**src/shared/fwsr_pkg.sv**
```systemverilog
// constants for the flash status-polling host controller
package fwsr_pkg;
  localparam int CLK_MHZ = 100;
  // bus timing in ns, turned into whole cycles rounded up
  localparam int T_WRITE_LOW_NS  = 50;
  localparam int T_WRITE_HIGH_NS = 30;
  localparam int T_READ_LOW_NS   = 100;
  localparam int T_READ_GAP_NS   = 30;
  localparam int T_WRITE_LOW_CYC  = (T_WRITE_LOW_NS * CLK_MHZ + 999) / 1000;
  localparam int T_WRITE_HIGH_CYC = (T_WRITE_HIGH_NS * CLK_MHZ + 999) / 1000;
  localparam int T_READ_LOW_CYC   = (T_READ_LOW_NS * CLK_MHZ + 999) / 1000;
  localparam int T_READ_GAP_CYC   = (T_READ_GAP_NS * CLK_MHZ + 999) / 1000;
  // register byte offsets
  localparam logic [4:0] OFS_CTRL   = 5'h00;
  localparam logic [4:0] OFS_ADDR   = 5'h04;
  localparam logic [4:0] OFS_WDATA  = 5'h08;
  localparam logic [4:0] OFS_STATUS = 5'h0C;
  localparam logic [4:0] OFS_RDATA  = 5'h10;
  // control bits
  localparam int CTRL_WRITE = 0;
  localparam int CTRL_READ  = 1;
  localparam int CTRL_POLL  = 2;
  localparam int CTRL_ABORT = 3;
  // status bits
  localparam int ST_BUSY    = 0;
  localparam int ST_OK      = 1;
  localparam int ST_FAIL    = 2;
  localparam int ST_READY   = 3;
  localparam int ST_TOG_A   = 4;
  localparam int ST_TOG_B   = 5;
  localparam int ST_WINDOW  = 6;
  localparam int ST_TIMEOUT = 7;
  // status bit positions on the data pins
  localparam int DQ_TOG_B   = 2;
  localparam int DQ_WINDOW  = 3;
  localparam int DQ_TIMEOUT = 5;
  localparam int DQ_TOG_A   = 6;
  localparam logic [7:0] CMD_RESET = 8'hF0;
  localparam logic [19:0] RST_ADDR = 20'h00000;
  localparam logic [7:0]  RST_BYTE = 8'h00;
  typedef enum logic [2:0] {
    FS_IDLE    = 3'b000,
    FS_WR_LOW  = 3'b001,
    FS_WR_HIGH = 3'b010,
    FS_RD_LOW  = 3'b011,
    FS_RD_GAP  = 3'b100,
    FS_EVAL    = 3'b101
  } fwsr_state_type;
  typedef enum logic [1:0] {
    OP_WRITE = 2'b00,
    OP_READ  = 2'b01,
    OP_POLL  = 2'b10,
    OP_RESET = 2'b11
  } fwsr_op_type;
endpackage

```
**src/core/fwsr_host.sv**
```systemverilog
// host controller: drives flash strobes and runs the toggle-bit poll
`timescale 1ns/10ps
module fwsr_host
  import fwsr_pkg::*;
(
  input  wire logic        clk_i,
  input  wire logic        rst_i,
  input  wire logic        wb_cyc_i,
  input  wire logic        wb_stb_i,
  input  wire logic        wb_we_i,
  input  wire logic [4:0]  wb_adr_i,
  input  wire logic [3:0]  wb_sel_i,
  input  wire logic [31:0] wb_dat_i,
  output logic      [31:0] wb_dat_o,
  output logic             wb_ack_o,
  output logic      [19:0] flash_addr_o,
  output logic      [7:0]  data_pins_o,
  output logic             data_pins_oe_o,
  input  wire logic [7:0]  data_pins_i,
  output logic             select_n_o,
  output logic             output_strobe_n_o,
  output logic             write_strobe_n_o,
  input  wire logic        ready_busy_n_in_i
);
  fwsr_state_type state_r, state_nxt;
  fwsr_op_type    op_r, op_nxt;
  logic [7:0]  cnt_r, cnt_nxt;
  logic [19:0] addr_r, addr_nxt;
  logic [7:0]  wdata_r, wdata_nxt;
  logic [7:0]  rdata_r, rdata_nxt;
  logic [7:0]  prev_r, prev_nxt;
  logic        second_r, second_nxt;
  logic        recheck_r, recheck_nxt;
  logic        ok_r, ok_nxt;
  logic        fail_r, fail_nxt;
  logic        tog_a_r, tog_a_nxt;
  logic        tog_b_r, tog_b_nxt;
  logic        ack_r, ack_nxt;
  logic [31:0] dat_r, dat_nxt;
  logic [2:0]  ry_s_r, ry_s_nxt;
  logic        ready_r, ready_nxt;
  logic [7:0]  d1_r, d2_r, d3_r;
  logic        sel_n_r, sel_n_nxt;
  logic        oe_n_r, oe_n_nxt;
  logic        we_n_r, we_n_nxt;
  logic        doe_r, doe_nxt;
  logic        req, wr_req;
  logic [7:0]  ctrl_b;

  function automatic logic [7:0] cyc8(input int n);
    cyc8 = 8'(n - 1);
  endfunction

  assign req    = wb_cyc_i & wb_stb_i & ~ack_r;
  assign wr_req = req & wb_we_i & wb_sel_i[0];
  assign ctrl_b = wb_dat_i[7:0];

  always_comb begin
    state_nxt   = state_r;
    op_nxt      = op_r;
    cnt_nxt     = cnt_r;
    addr_nxt    = addr_r;
    wdata_nxt   = wdata_r;
    rdata_nxt   = rdata_r;
    prev_nxt    = prev_r;
    second_nxt  = second_r;
    recheck_nxt = recheck_r;
    ok_nxt      = ok_r;
    fail_nxt    = fail_r;
    tog_a_nxt   = tog_a_r;
    tog_b_nxt   = tog_b_r;
    sel_n_nxt   = sel_n_r;
    oe_n_nxt    = oe_n_r;
    we_n_nxt    = we_n_r;
    doe_nxt     = doe_r;
    ack_nxt     = req;
    dat_nxt     = 32'h00000000;
    // only the agreeing later stages decide the level
    ry_s_nxt    = {ry_s_r[1:0], ready_busy_n_in_i};
    ready_nxt   = (ry_s_r[2] == ry_s_r[1]) ? ry_s_r[2] : ready_r;
    if (req && !wb_we_i) begin
      case (wb_adr_i)
        OFS_CTRL:   dat_nxt = 32'h00000000;
        OFS_ADDR:   dat_nxt = {12'h000, addr_r};
        OFS_WDATA:  dat_nxt = {24'h000000, wdata_r};
        OFS_STATUS: dat_nxt = {24'h000000, rdata_r[DQ_TIMEOUT],
                               rdata_r[DQ_WINDOW], tog_b_r, tog_a_r,
                               ready_r, fail_r, ok_r,
                               state_r != FS_IDLE};
        OFS_RDATA:  dat_nxt = {24'h000000, rdata_r};
        default:    dat_nxt = 32'h00000000;
      endcase
    end
    if (wr_req && state_r == FS_IDLE) begin
      if (wb_adr_i == OFS_ADDR) begin
        addr_nxt = wb_dat_i[19:0];
      end
      if (wb_adr_i == OFS_WDATA) begin
        wdata_nxt = wb_dat_i[7:0];
      end
    end
    case (state_r)
      FS_IDLE: begin
        if (wr_req && wb_adr_i == OFS_CTRL) begin
          if (ctrl_b[CTRL_WRITE]) begin
            op_nxt    = OP_WRITE;
            state_nxt = FS_WR_LOW;
          end else if (ctrl_b[CTRL_READ]) begin
            op_nxt    = OP_READ;
            state_nxt = FS_RD_LOW;
          end else if (ctrl_b[CTRL_POLL]) begin
            op_nxt      = OP_POLL;
            state_nxt   = FS_RD_LOW;
            second_nxt  = 1'b0;
            recheck_nxt = 1'b0;
            ok_nxt      = 1'b0;
            fail_nxt    = 1'b0;
            tog_a_nxt   = 1'b0;
            tog_b_nxt   = 1'b0;
          end
          if (ctrl_b[CTRL_WRITE]) begin
            sel_n_nxt = 1'b0;
            we_n_nxt  = 1'b0;
            doe_nxt   = 1'b1;
            cnt_nxt   = cyc8(T_WRITE_LOW_CYC);
          end else if (ctrl_b[CTRL_READ] || ctrl_b[CTRL_POLL]) begin
            sel_n_nxt = 1'b0;
            oe_n_nxt  = 1'b0;
            cnt_nxt   = cyc8(T_READ_LOW_CYC);
          end
        end
      end
      FS_WR_LOW: begin
        if (cnt_r != 8'h00) begin
          cnt_nxt = cnt_r - 8'h01;
        end else begin
          // status becomes valid from this rising edge
          we_n_nxt  = 1'b1;
          sel_n_nxt = 1'b1;
          cnt_nxt   = cyc8(T_WRITE_HIGH_CYC);
          state_nxt = FS_WR_HIGH;
        end
      end
      FS_WR_HIGH: begin
        if (cnt_r != 8'h00) begin
          cnt_nxt = cnt_r - 8'h01;
        end else begin
          doe_nxt   = 1'b0;
          state_nxt = FS_IDLE;
        end
      end
      FS_RD_LOW: begin
        if (cnt_r != 8'h00) begin
          cnt_nxt = cnt_r - 8'h01;
        end else if (d2_r == d3_r) begin
          // the strobe edge ends the read cycle and flips the toggles
          rdata_nxt = d3_r;
          oe_n_nxt  = 1'b1;
          sel_n_nxt = 1'b1;
          cnt_nxt   = cyc8(T_READ_GAP_CYC);
          state_nxt = FS_RD_GAP;
        end
      end
      FS_RD_GAP: begin
        if (cnt_r != 8'h00) begin
          cnt_nxt = cnt_r - 8'h01;
        end else if (op_r != OP_POLL) begin
          state_nxt = FS_IDLE;
        end else if (!second_r) begin
          prev_nxt   = rdata_r;
          second_nxt = 1'b1;
          sel_n_nxt  = 1'b0;
          oe_n_nxt   = 1'b0;
          cnt_nxt    = cyc8(T_READ_LOW_CYC);
          state_nxt  = FS_RD_LOW;
        end else begin
          state_nxt = FS_EVAL;
        end
      end
      FS_EVAL: begin
        second_nxt = 1'b0;
        tog_a_nxt  = prev_r[DQ_TOG_A] != rdata_r[DQ_TOG_A];
        tog_b_nxt  = prev_r[DQ_TOG_B] != rdata_r[DQ_TOG_B];
        if (prev_r[DQ_TOG_A] == rdata_r[DQ_TOG_A]) begin
          ok_nxt    = 1'b1;
          state_nxt = FS_IDLE;
        end else if (recheck_r) begin
          // still toggling after timeout: give up and reset the part
          fail_nxt  = 1'b1;
          op_nxt    = OP_RESET;
          wdata_nxt = CMD_RESET;
          sel_n_nxt = 1'b0;
          we_n_nxt  = 1'b0;
          doe_nxt   = 1'b1;
          cnt_nxt   = cyc8(T_WRITE_LOW_CYC);
          state_nxt = FS_WR_LOW;
        end else begin
          recheck_nxt = rdata_r[DQ_TIMEOUT];
          sel_n_nxt   = 1'b0;
          oe_n_nxt    = 1'b0;
          cnt_nxt     = cyc8(T_READ_LOW_CYC);
          state_nxt   = FS_RD_LOW;
        end
      end
      default: begin
        state_nxt = FS_IDLE;
      end
    endcase
    // abort leaves the poll between reads; strobes are not cut short
    // a failing poll still issues its reset write; an abort in that cycle is dropped
    if (wr_req && wb_adr_i == OFS_CTRL && ctrl_b[CTRL_ABORT] && we_n_nxt &&
        op_r == OP_POLL && (state_r == FS_RD_GAP || state_r == FS_EVAL)) begin
      state_nxt  = FS_IDLE;
      second_nxt = 1'b0;
      // a read just being started must not leave its strobes low in idle
      sel_n_nxt  = 1'b1;
      oe_n_nxt   = 1'b1;
    end
  end

  always_ff @(posedge clk_i) begin
    d1_r <= data_pins_i;
    d2_r <= d1_r;
    d3_r <= d2_r;
    if (rst_i) begin
      state_r   <= FS_IDLE;
      op_r      <= OP_WRITE;
      cnt_r     <= 8'h00;
      addr_r    <= RST_ADDR;
      wdata_r   <= RST_BYTE;
      rdata_r   <= RST_BYTE;
      prev_r    <= RST_BYTE;
      second_r  <= 1'b0;
      recheck_r <= 1'b0;
      ok_r      <= 1'b0;
      fail_r    <= 1'b0;
      tog_a_r   <= 1'b0;
      tog_b_r   <= 1'b0;
      ack_r     <= 1'b0;
      dat_r     <= 32'h00000000;
      ry_s_r    <= 3'h7;
      ready_r   <= 1'b1;
      sel_n_r   <= 1'b1;
      oe_n_r    <= 1'b1;
      we_n_r    <= 1'b1;
      doe_r     <= 1'b0;
    end else begin
      state_r   <= state_nxt;
      op_r      <= op_nxt;
      cnt_r     <= cnt_nxt;
      addr_r    <= addr_nxt;
      wdata_r   <= wdata_nxt;
      rdata_r   <= rdata_nxt;
      prev_r    <= prev_nxt;
      second_r  <= second_nxt;
      recheck_r <= recheck_nxt;
      ok_r      <= ok_nxt;
      fail_r    <= fail_nxt;
      tog_a_r   <= tog_a_nxt;
      tog_b_r   <= tog_b_nxt;
      ack_r     <= ack_nxt;
      dat_r     <= dat_nxt;
      ry_s_r    <= ry_s_nxt;
      ready_r   <= ready_nxt;
      sel_n_r   <= sel_n_nxt;
      oe_n_r    <= oe_n_nxt;
      we_n_r    <= we_n_nxt;
      doe_r     <= doe_nxt;
    end
  end

  assign wb_dat_o          = dat_r;
  assign wb_ack_o          = ack_r;
  assign flash_addr_o      = addr_r;
  assign data_pins_o       = wdata_r;
  assign data_pins_oe_o    = doe_r;
  assign select_n_o        = sel_n_r;
  assign output_strobe_n_o = oe_n_r;
  assign write_strobe_n_o  = we_n_r;
endmodule

```
**config.mk**
```make
export PLATFORM = sky130hd
export DESIGN_NAME = fwsr_host
export DESIGN_NICKNAME = d
export VERILOG_FILES = /design/src/shared/fwsr_pkg.sv /design/src/core/fwsr_host.sv
export SDC_FILE = /design/constraint.sdc
export NUM_CORES = 1
export LEC_CHECK = 0
export BUFFER_PORTS_ARGS = -buffer_cell sky130_fd_sc_hd__buf_2
export CAP_MARGIN = 20
export CORE_UTILIZATION = 57
export DETAILED_ROUTE_END_ITERATION = 8
export GPL_ROUTABILITY_DRIVEN = 0
export PLACE_DENSITY_LB_ADDON = 0.08
export RECOVER_POWER = 25
export SYNTH_ARGS = -nofsm -noshare
export SYNTH_HDL_FRONTEND = slang
export SYNTH_SLANG_ARGS = --single-unit
```
**constraint.sdc**
```tcl
create_clock -name clk_i -period 6.65 [get_ports clk_i]
set_clock_uncertainty 0.2 [all_clocks]
set_input_delay 0.3325 -clock clk_i [delete_from_list [all_inputs] [get_ports clk_i]]
set_output_delay 0.3325 -clock clk_i [all_outputs]
set_load 0.03 [all_outputs]
```
Word-level counts from Yosys, hierarchy flattened
Index checks and enable logic that the tools add are counted.
- $add $sub $neg: 1
- equality and inequality tests: 39
- mux-type cells: 83
- bitwise gates (word level): 9
- reductions and logical operators: 36
- operator list (operator ; number):
    2-to-1 mux 8 bit ; 16
    one-hot mux 20 bit (4 select lines) ; 1
    one-hot mux 8 bit (6 select lines) ; 1
    != test 2 bit, second input constant ; 17
    2-to-1 mux 1 bit ; 33
    2-to-1 mux 3 bit ; 11
    AND reduction 7 bit ; 3
    one-hot mux 3 bit (6 select lines) ; 1
    AND reduction 6 bit ; 3
    2-to-1 mux 2 bit ; 8
    AND reduction 11 bit ; 1
    == test 5 x 4 -> 1 bit, second input constant ; 2
    one-hot mux 1 bit (2 select lines) ; 5
    AND reduction 10 bit ; 1
    AND reduction 5 bit ; 2
    != test 3 bit, second input constant ; 3
    one-hot mux 1 bit (3 select lines) ; 3
    nonzero test 3 bit ; 3
    == test 8 bit ; 1
    AND reduction 8 bit ; 1
    nonzero test 8 bit ; 1
    subtractor 8 x 1 -> 8 bit, second input constant ; 1
    logical AND 1 bit ; 7
    == test 3 x 2 -> 1 bit, second input constant ; 2
    28 further kinds ; 41
- bits in registers: 127
- bits of input ports: 55
- word-level logic and storage cells: 192

Logic depth before layout (Yosys ltp)
Gate-level depths: netlist (run 1).
- depth after elaboration: 11
- depth in mapped cells: 8
- gate-level depth less buffers: 7

Least setup slack after synthesis (run 1)
OpenSTA, ideal clock, no wires.
- path kind: input to register
- start point: input wb_adr_i[4]
- end point: register cnt_r[6]
- arrival: 2629 ps
- required time: 6328 ps
- setup slack: 3699 ps
- cell stages on the path: 8
- cells stage by stage: or3_1 buf_2 or4_1 clkbuf_2 o31a_1 or3_1 buf_6 a311o_1
- longest elaborated chain between the ends: 4
- RTL lines (what ; line ; text):
    start, declared ; fwsr_host.sv:11 ; input wire logic [4:0] wb_adr_i,
    logical NOT 5 bit ; fwsr_host.sv:104 ; if (wr_req && wb_adr_i == OFS_CTRL) begin
    logical AND 1 bit ; fwsr_host.sv:104 ;
    != test 2 x 1 -> 1 bit (no source line) ; -- ;
    AND reduction 8 bit (no source line) ; -- ;
    end signal, assigned ; fwsr_host.sv:250 ; cnt_r <= cnt_nxt;
    end, declared ; fwsr_host.sv:27 ; logic [7:0] cnt_r, cnt_nxt;
No other way between the ends.
A chain may end at the register's enable or synchronous reset.

==> impl_results.md, run 1 <==
* Setup TNS at 0 ns
* Hold depth at 3
* CTS tree: yes
* Hold Crit Start: wb_dat_i[3]
* Crit path time final at ~3.7 ns
* Cell count after synthesis at between 500 and 600
* Vias at 4208
* Crit-path cells: buf_2, clkbuf_1, inv_1, and4_1, a311o_1
* Tot GR Track Use at 28.1%
* Mapped Avg Cell Area at slightly below 9 µm²
* Max-Slew Margin vs Limit at -71.7%
* NetSw at between 0.2 and 0.3 mW
* Post-layout util at 70.5%
* Starting density of the core at a little under 60%
* CTS Buffer Depth at 2
* Clock-pin transition on the worst setup and hold timing paths at approximately 0.11 ns
* Crit path max fanout at 57
* Number of nets in the layout at 671
* Vias in the first global route at between 3000 and 4000
* Netlist cell types at 61
* Drt initial violations at approximately 360
* Comb power frac at under 10%
* Die height at 91.7 µm
* Internal reg-to-reg setup slack at around 3.5 ns
* CP max stage delay at 1.83 ns
* Delay-heaviest family, CP: buffers and inverters
* Reg2reg start: cnt_r[0]$_SDFFE_PP0P_
* Core ar. at between 0.007 and 0.008 mm²
* Fillers at around 660
* # rows at 32
* Slowest-stage cell, CP: clkbuf_1
* Slew at the pin closest to its max-slew limit at 2.58 ns
* Remaining global-route overflow at 0
* Sw Share at about a quarter
* Pwr Density at approximately 210 mW/mm²
* Clk_lat worst skew at ~0.38 ns
* Failing checks: max-capacitance violations, max-slew violations
* Hold Vio Cnt, Final at 0
* Sequential Power Share at between 50% and 60%
* Worst VDD drop at between 150 and 200 µV
* Detailed-route DRC error count at 0
* Fin cells at 721
* Diodes inserted at 0
* Initial antenna violation count at 0
* Cells after DPL at a little under 700
* CP startpoint kind: input pin
* Synthesized cell area at 0.00459 mm²
* H-tree depth at 3
* # setup viols final at 0
* Slew Viols, Final at just under 60
* First-pass GRT wire length at 18.7 mm
* Top cells by area, synth: dfxtp_1 48%, a21oi_1 6.3%, nand2_1 5.7%
* Ys async rst share at 0%
* Yosys warns at 0
* Detail Route Antenna Nets at 0
* Dpl hpwl at slightly below 8 mm
* Max Fclk at between 0.2 and 0.3 GHz
* Die area at 0.00842 mm²
* R2R Path End: cnt_r[5]$_SDFFE_PP0P_
* Layout area overhead at 19.2%
* Routed WL at about 12 mm
* CP Capture Type: flip-flop
* Clk sink count at 110
* Period utilisation layout at a little under three fifths
* Status: complete, but fails checks
* Yosys reg bits at 110
* Yosys top cell area share at between 40% and 50%
* HP Class: in2reg
* CTS Buf Count at 9
* DR WL/cell at about 16 µm
* Share of cells above drive strength 1 at between 10% and 20%
* Leak Pwr at approximately 2.3 nW
* Largest net degree at the start of global routing at 58
* Post-cts resize count at 0
* Top-Level Pins at 120
* Hold-critical path endpoint: flash_addr_o[3]$_SDFFE_PP0P_
* Worst EP required at slightly below 7 ns
* Clock power frac at about a third
* I/O Buffers at 92
* Sequential area share after synthesis at between 40% and 50%
* Post-synth top area cell: dfxtp_1
* RSZ-0062 raised after global routing: false
* Worst EP arrival at between 3 and 4 ns
* Post-synth top flop: dfxtp_1
* FF-to-FF path depth at 7
* Internal power at about 0.85 mW
* Via-per-instance ratio at 5.84
* Die Wd at just over 90 µm
* Worst Path Buf+Inv at 3
* CTS root buf: clkbuf_8
* Post-synth EDFFs at 0
* Total of max-cap violations at 1
* TritonRoute pass-1 iters at 6
* Worst Setup Path Type: in2reg
==> Yosys cell counts, types with 5 or more instances <==
master    count
dfxtp_1     110
nand2_1      70
a21oi_1      58
nor2_1       35
clkbuf_1     23
mux2i_1      21
and3_1       16
nor3_1       14
buf_4        12
xnor2_1      12
a222oi_1      8
o21ai_0       8
nor4_1        7
o31ai_1       7
or2_2         7
inv_1         6
nand3b_1      5
nor3b_1       5
o41ai_1       5
or3_1         5
==> cell families after synthesis <==
logic type,synth area share [%]
muxes,4.58
and+or+nand+nor,21.1
AOI/OAI and AO/OA,18.0
xor gates and xnor gates,2.67
adders and majority gates,0.545
DFF,48.0
buffers and inverters,5.12
other,0.0817
==> cells in the final DEF, fill, tap and decap left out, drive strengths merged, types with 5 or more instances in the layout <==
cell,instances
dfxtp,110
buf,83
nand2,70
a21oi,58
nor2,35
dlygate4sd3,25
clkbuf,22
mux2i,21
and3,16
nor3,15
xnor2,12
conb,12
o21ai,9
inv,9
a222oi,8
nor4,7
or2,7
o31ai,7
o41ai,6
or3,5
nand3b,5
nor3b,5
==> per-layer routing <==
metal,up-vias,track usage [%],share of wire (%)
li1,2033,-,-
met1,1968,34.2,42
met2,176,48.6,49
met4,0,12.8,2.9
met5,-,0,0
met3,31,4.64,5.9
==> tightest hold or removal path, cell delays in order <==
cell	delay [ns]
buf_2	0.13
nand2_1	0.06
a21oi_1	0.05
==> what timing repair did <==
| action | 4_1_cts | 5_1_grt |
|---|---|---|
| setup endpoints to repair | 0 | 0 |
| buffers inserted | 0 | 0 |
| hold buffers | 25 | 0 |
| hold endpoints to repair | 25 | 0 |
==> through the flow <==
step           hold WS (ns)  instance area (µm²)  total power [mW]  worst slack [ns]
2_1_floorplan         0.110                 4630             0.732              3.70
3_3_place_gp          0.111                 5030             0.748              3.38
3_5_place_dp          0.113                 5030             0.749              3.36
4_1_cts              0.0271                 5490              1.15              3.60
5_1_grt              0.0458                 5470              1.19              2.58
6_report             0.0377                 5470              1.15              2.95
==> power by group through the flow <==
stage                     combinational (mW)  sequential, mW  clock [mW]
after global placement                0.0597           0.688           0
final                                 0.0735           0.673       0.399
after global routing                  0.0792           0.675       0.434
after floorplan                       0.0434           0.688           0
after CTS                             0.0722           0.674       0.407
after detailed placement              0.0607           0.689           0
==> layout make-up <==
| cell class | count | area, µm² | share of cell area (%) |
|---|---|---|---|
| Clock buffer | 9 | 124 | 2.26 |
| Multi-Input combinational cell | 366 | 2200 | 40.2 |
| Timing Repair Buffer | 121 | 719 | 13.1 |
| Sequential cell | 110 | 2200 | 40.2 |
| Tap cell | 102 | 128 | 2.33 |
| Clock inverter | 7 | 77.6 | 1.42 |
| Inverter | 6 | 22.5 | 0.412 |
==> sequential cells by signal (all words and copies together), names as in the netlist, 8 cells and up <==
register	flops
d1_r	8
d3_r	8
rdata_r	8
d2_r	8
data_pins_o	8
flash_addr_o	20
wb_dat_o	20
cnt_r	8
==> worst max path at each step <==
stage | startpoint | to | slack [ns] | depth (start not counted)
floorplan | wb_adr_i[4] | cnt_r[6]$_SDFFE_PP0P_ | 3.70 | 8
global placement | wb_adr_i[4] | cnt_r[6]$_SDFFE_PP0P_ | 3.38 | 6
detailed placement | wb_adr_i[4] | cnt_r[6]$_SDFFE_PP0P_ | 3.36 | 6
CTS | cnt_r[0]$_SDFFE_PP0P_ | cnt_r[2]$_SDFFE_PP0P_ | 3.60 | 7
global route | rst_i | cnt_r[6]$_SDFFE_PP0P_ | 2.58 | 5
finish | rst_i | cnt_r[6]$_SDFFE_PP0P_ | 2.95 | 5
No activity file was read; power rests on OpenSTA's default activity.
==> inputs of run 2 (changes only) <==
--- a/config.mk
+++ b/config.mk
@@ -7,7 +7,7 @@
 export LEC_CHECK = 0
 export BUFFER_PORTS_ARGS = -buffer_cell sky130_fd_sc_hd__buf_2
 export CAP_MARGIN = 20
-export CORE_UTILIZATION = 57
+export CORE_UTILIZATION = 47
 export DETAILED_ROUTE_END_ITERATION = 8
 export GPL_ROUTABILITY_DRIVEN = 0
 export PLACE_DENSITY_LB_ADDON = 0.08
==> constraint.sdc (replaced) <==
create_clock -name clk_i -period 3.3 [get_ports clk_i]
set_clock_uncertainty 0.2 [all_clocks]
set_input_delay 0.165 -clock clk_i [delete_from_list [all_inputs] [get_ports clk_i]]
set_output_delay 0.165 -clock clk_i [all_outputs]
set_load 0.03 [all_outputs]
==> run 2 against run 1 <==
  * The flow now finishes without violations
  * Design area increased by 2.7%
  * Sequential share of layout area shrank 1.0 points
  * Non-clock buffer count rose by 16
  * Routed wire length increased by 5.3%
  * Flip-flop and latch count did not move
  * Worst hold slack better by 0.080 ns
  * Sequential power grew 100%
  * Global-route usage is 3.6 points lower
  * Clock-buffer cell count did not move
  * Register-to-register slack worse by 3.0 ns
  * Critical endpoint is now cnt_r[5]$_SDFFE_PP0P_
==> impl_results.md, run 2 (synthesis results as in run 1) <==
* Status: finished, final reports clean
* Routed WL at around 12 mm
* CTS Buf Count at 9
* Pwr Density at 403 mW/mm²
* Commonest non-fill, non-tap cell in the layout: dfxtp_1
* Drt initial violations at ~270
* Via-per-instance ratio at roughly 5.6
* Detail Route Antenna Nets at 0
* Dpl hpwl at about 8.4 mm
* DR WL/cell at 15.9 µm
* Remaining global-route overflow at 0
* First-pass GRT wire length at slightly below 20 mm
* Most frequent cells in the layout: 110 x dfxtp_1, 79 x buf_2, 70 x nand2_1
* Fin area at approximately 0.0056 mm²
* Total power at 2.26 mW
* Initial antenna violation count at 0
* Slew Viols, Final at 0
* Core ar. at ~0.0094 mm²
* Tot GR Track Use at about a quarter
* Post-DP Area at 0.00515 mm²
* WHS at between 0.1 and 0.15 ns
* Share of cells above drive strength 1 at around a fifth
* H-tree depth at 3
* Leak Pwr at approximately 2.4 nW
* Worst VDD drop at 290 µV
* Vias at between 4000 and 5000
* RSZ-0062 raised after global routing: false
* Total of max-cap violations at 0
* Max-Slew Margin vs Limit at 6.78%
* Clock-pin transition on the worst setup and hold timing paths at between 0.1 and 0.15 ns
* Layout area overhead at 22.4%
* Worst Setup Path Type: reg2reg
* HP Class: in2reg
* CTS Buffer Depth at 2
* Die Wd at just over 100 µm
* Post-layout util at roughly 60%
* Worst EP required at ~3.3 ns
* Die height at about 100 µm
* Top-Level Pins at 120
* Period utilisation layout at 84.7%
* # rows at 35
* Vias in the first global route at 4004
* I/O Buffers at slightly above 90
* Crit path max fanout at 8
* Max Fclk at roughly 0.36 GHz
* CP Capture Type: flip-flop
* CTS tree: yes
* TritonRoute pass-1 iters at 6
* Starting density of the core at about half
* Diodes inserted at 0
* Setup TNS at 0 ns
* Largest net degree at the start of global routing at 33
* CTS root buf: clkbuf_8
* Slew at the pin closest to its max-slew limit at around 1.4 ns
* Detailed-route DRC error count at 0
* Die area at approximately 0.01 mm²
* CP startpoint kind: flip-flop
* Number of nets in the layout at ~700
* Hold Vio Cnt, Final at 0
* Clk_lat worst skew at approximately 0.36 ns
* Worst EP arrival at around 2.8 ns
* Clk sink count at 110
* Crit path time final at approximately 2.8 ns
* # setup viols final at 0
## run 2: worst max-delay path: stages (launching register included)
cell	delay [ns]
dfxtp_1	0.38
inv_1	0.11
ha_1	0.18
or3b_2	0.52
or3_1	0.42
a21oi_1	0.14
buf_4	0.16
or3_1	0.36
o32ai_1	0.15
## run 2: worst paths after layout
kind,start,to,slack [ns],cells after the start
max,cnt_r[0]$_SDFFE_PP0P_,cnt_r[5]$_SDFFE_PP0P_,0.51,8
min,wb_adr_i[0],wb_dat_o[1]$_SDFF_PP0_,0.12,4
max reg2reg,cnt_r[0]$_SDFFE_PP0P_,cnt_r[5]$_SDFFE_PP0P_,0.51,8
min reg2reg,d1_r[7]$_DFF_P_,d2_r[7]$_DFF_P_,0.13,0
## run 2: cell type report
type | instances | area [µm²]
multi-input cells | 366 | 2200
repair buffers | 137 | 856
well taps | 129 | 161
fillers | 882 | 3750
inverters | 6 | 22.5
flip-flops and latches | 110 | 2200
clock inverters | 7 | 53.8
clock buffers | 9 | 124
## run 2: report_power, final
group / total (mW) / internal [mW] / switching, mW
Combinational: 0.154 / 0.0670 / 0.0871
Clock: 0.753 / 0.285 / 0.468
Sequential: 1.36 / 1.35 / 0.0102
## run 2: routing by layer
layer	global-route usage [%]	wire length, µm	up-vias
met5	0	0	-
met4	9.59	277	0
met3	4.58	629	24
met2	41.1	5870	162
met1	31.1	5340	1996
li1	-	-	2064
## run 2: stage by stage
stage / setup WS (ns) / cells
floorplan: 0.504 / 524
global placement: 0.396 / 717
detailed placement: 0.374 / 717
CTS: 0.514 / 764
global route: 0.341 / 764
finish: 0.506 / 764
## run 2: repair_timing
action                                 4_1_cts  5_1_grt
hold buffers                                31        0
endpoints found under the hold margin       38        0
resized for setup                            0        0
setup buffers                                0        0
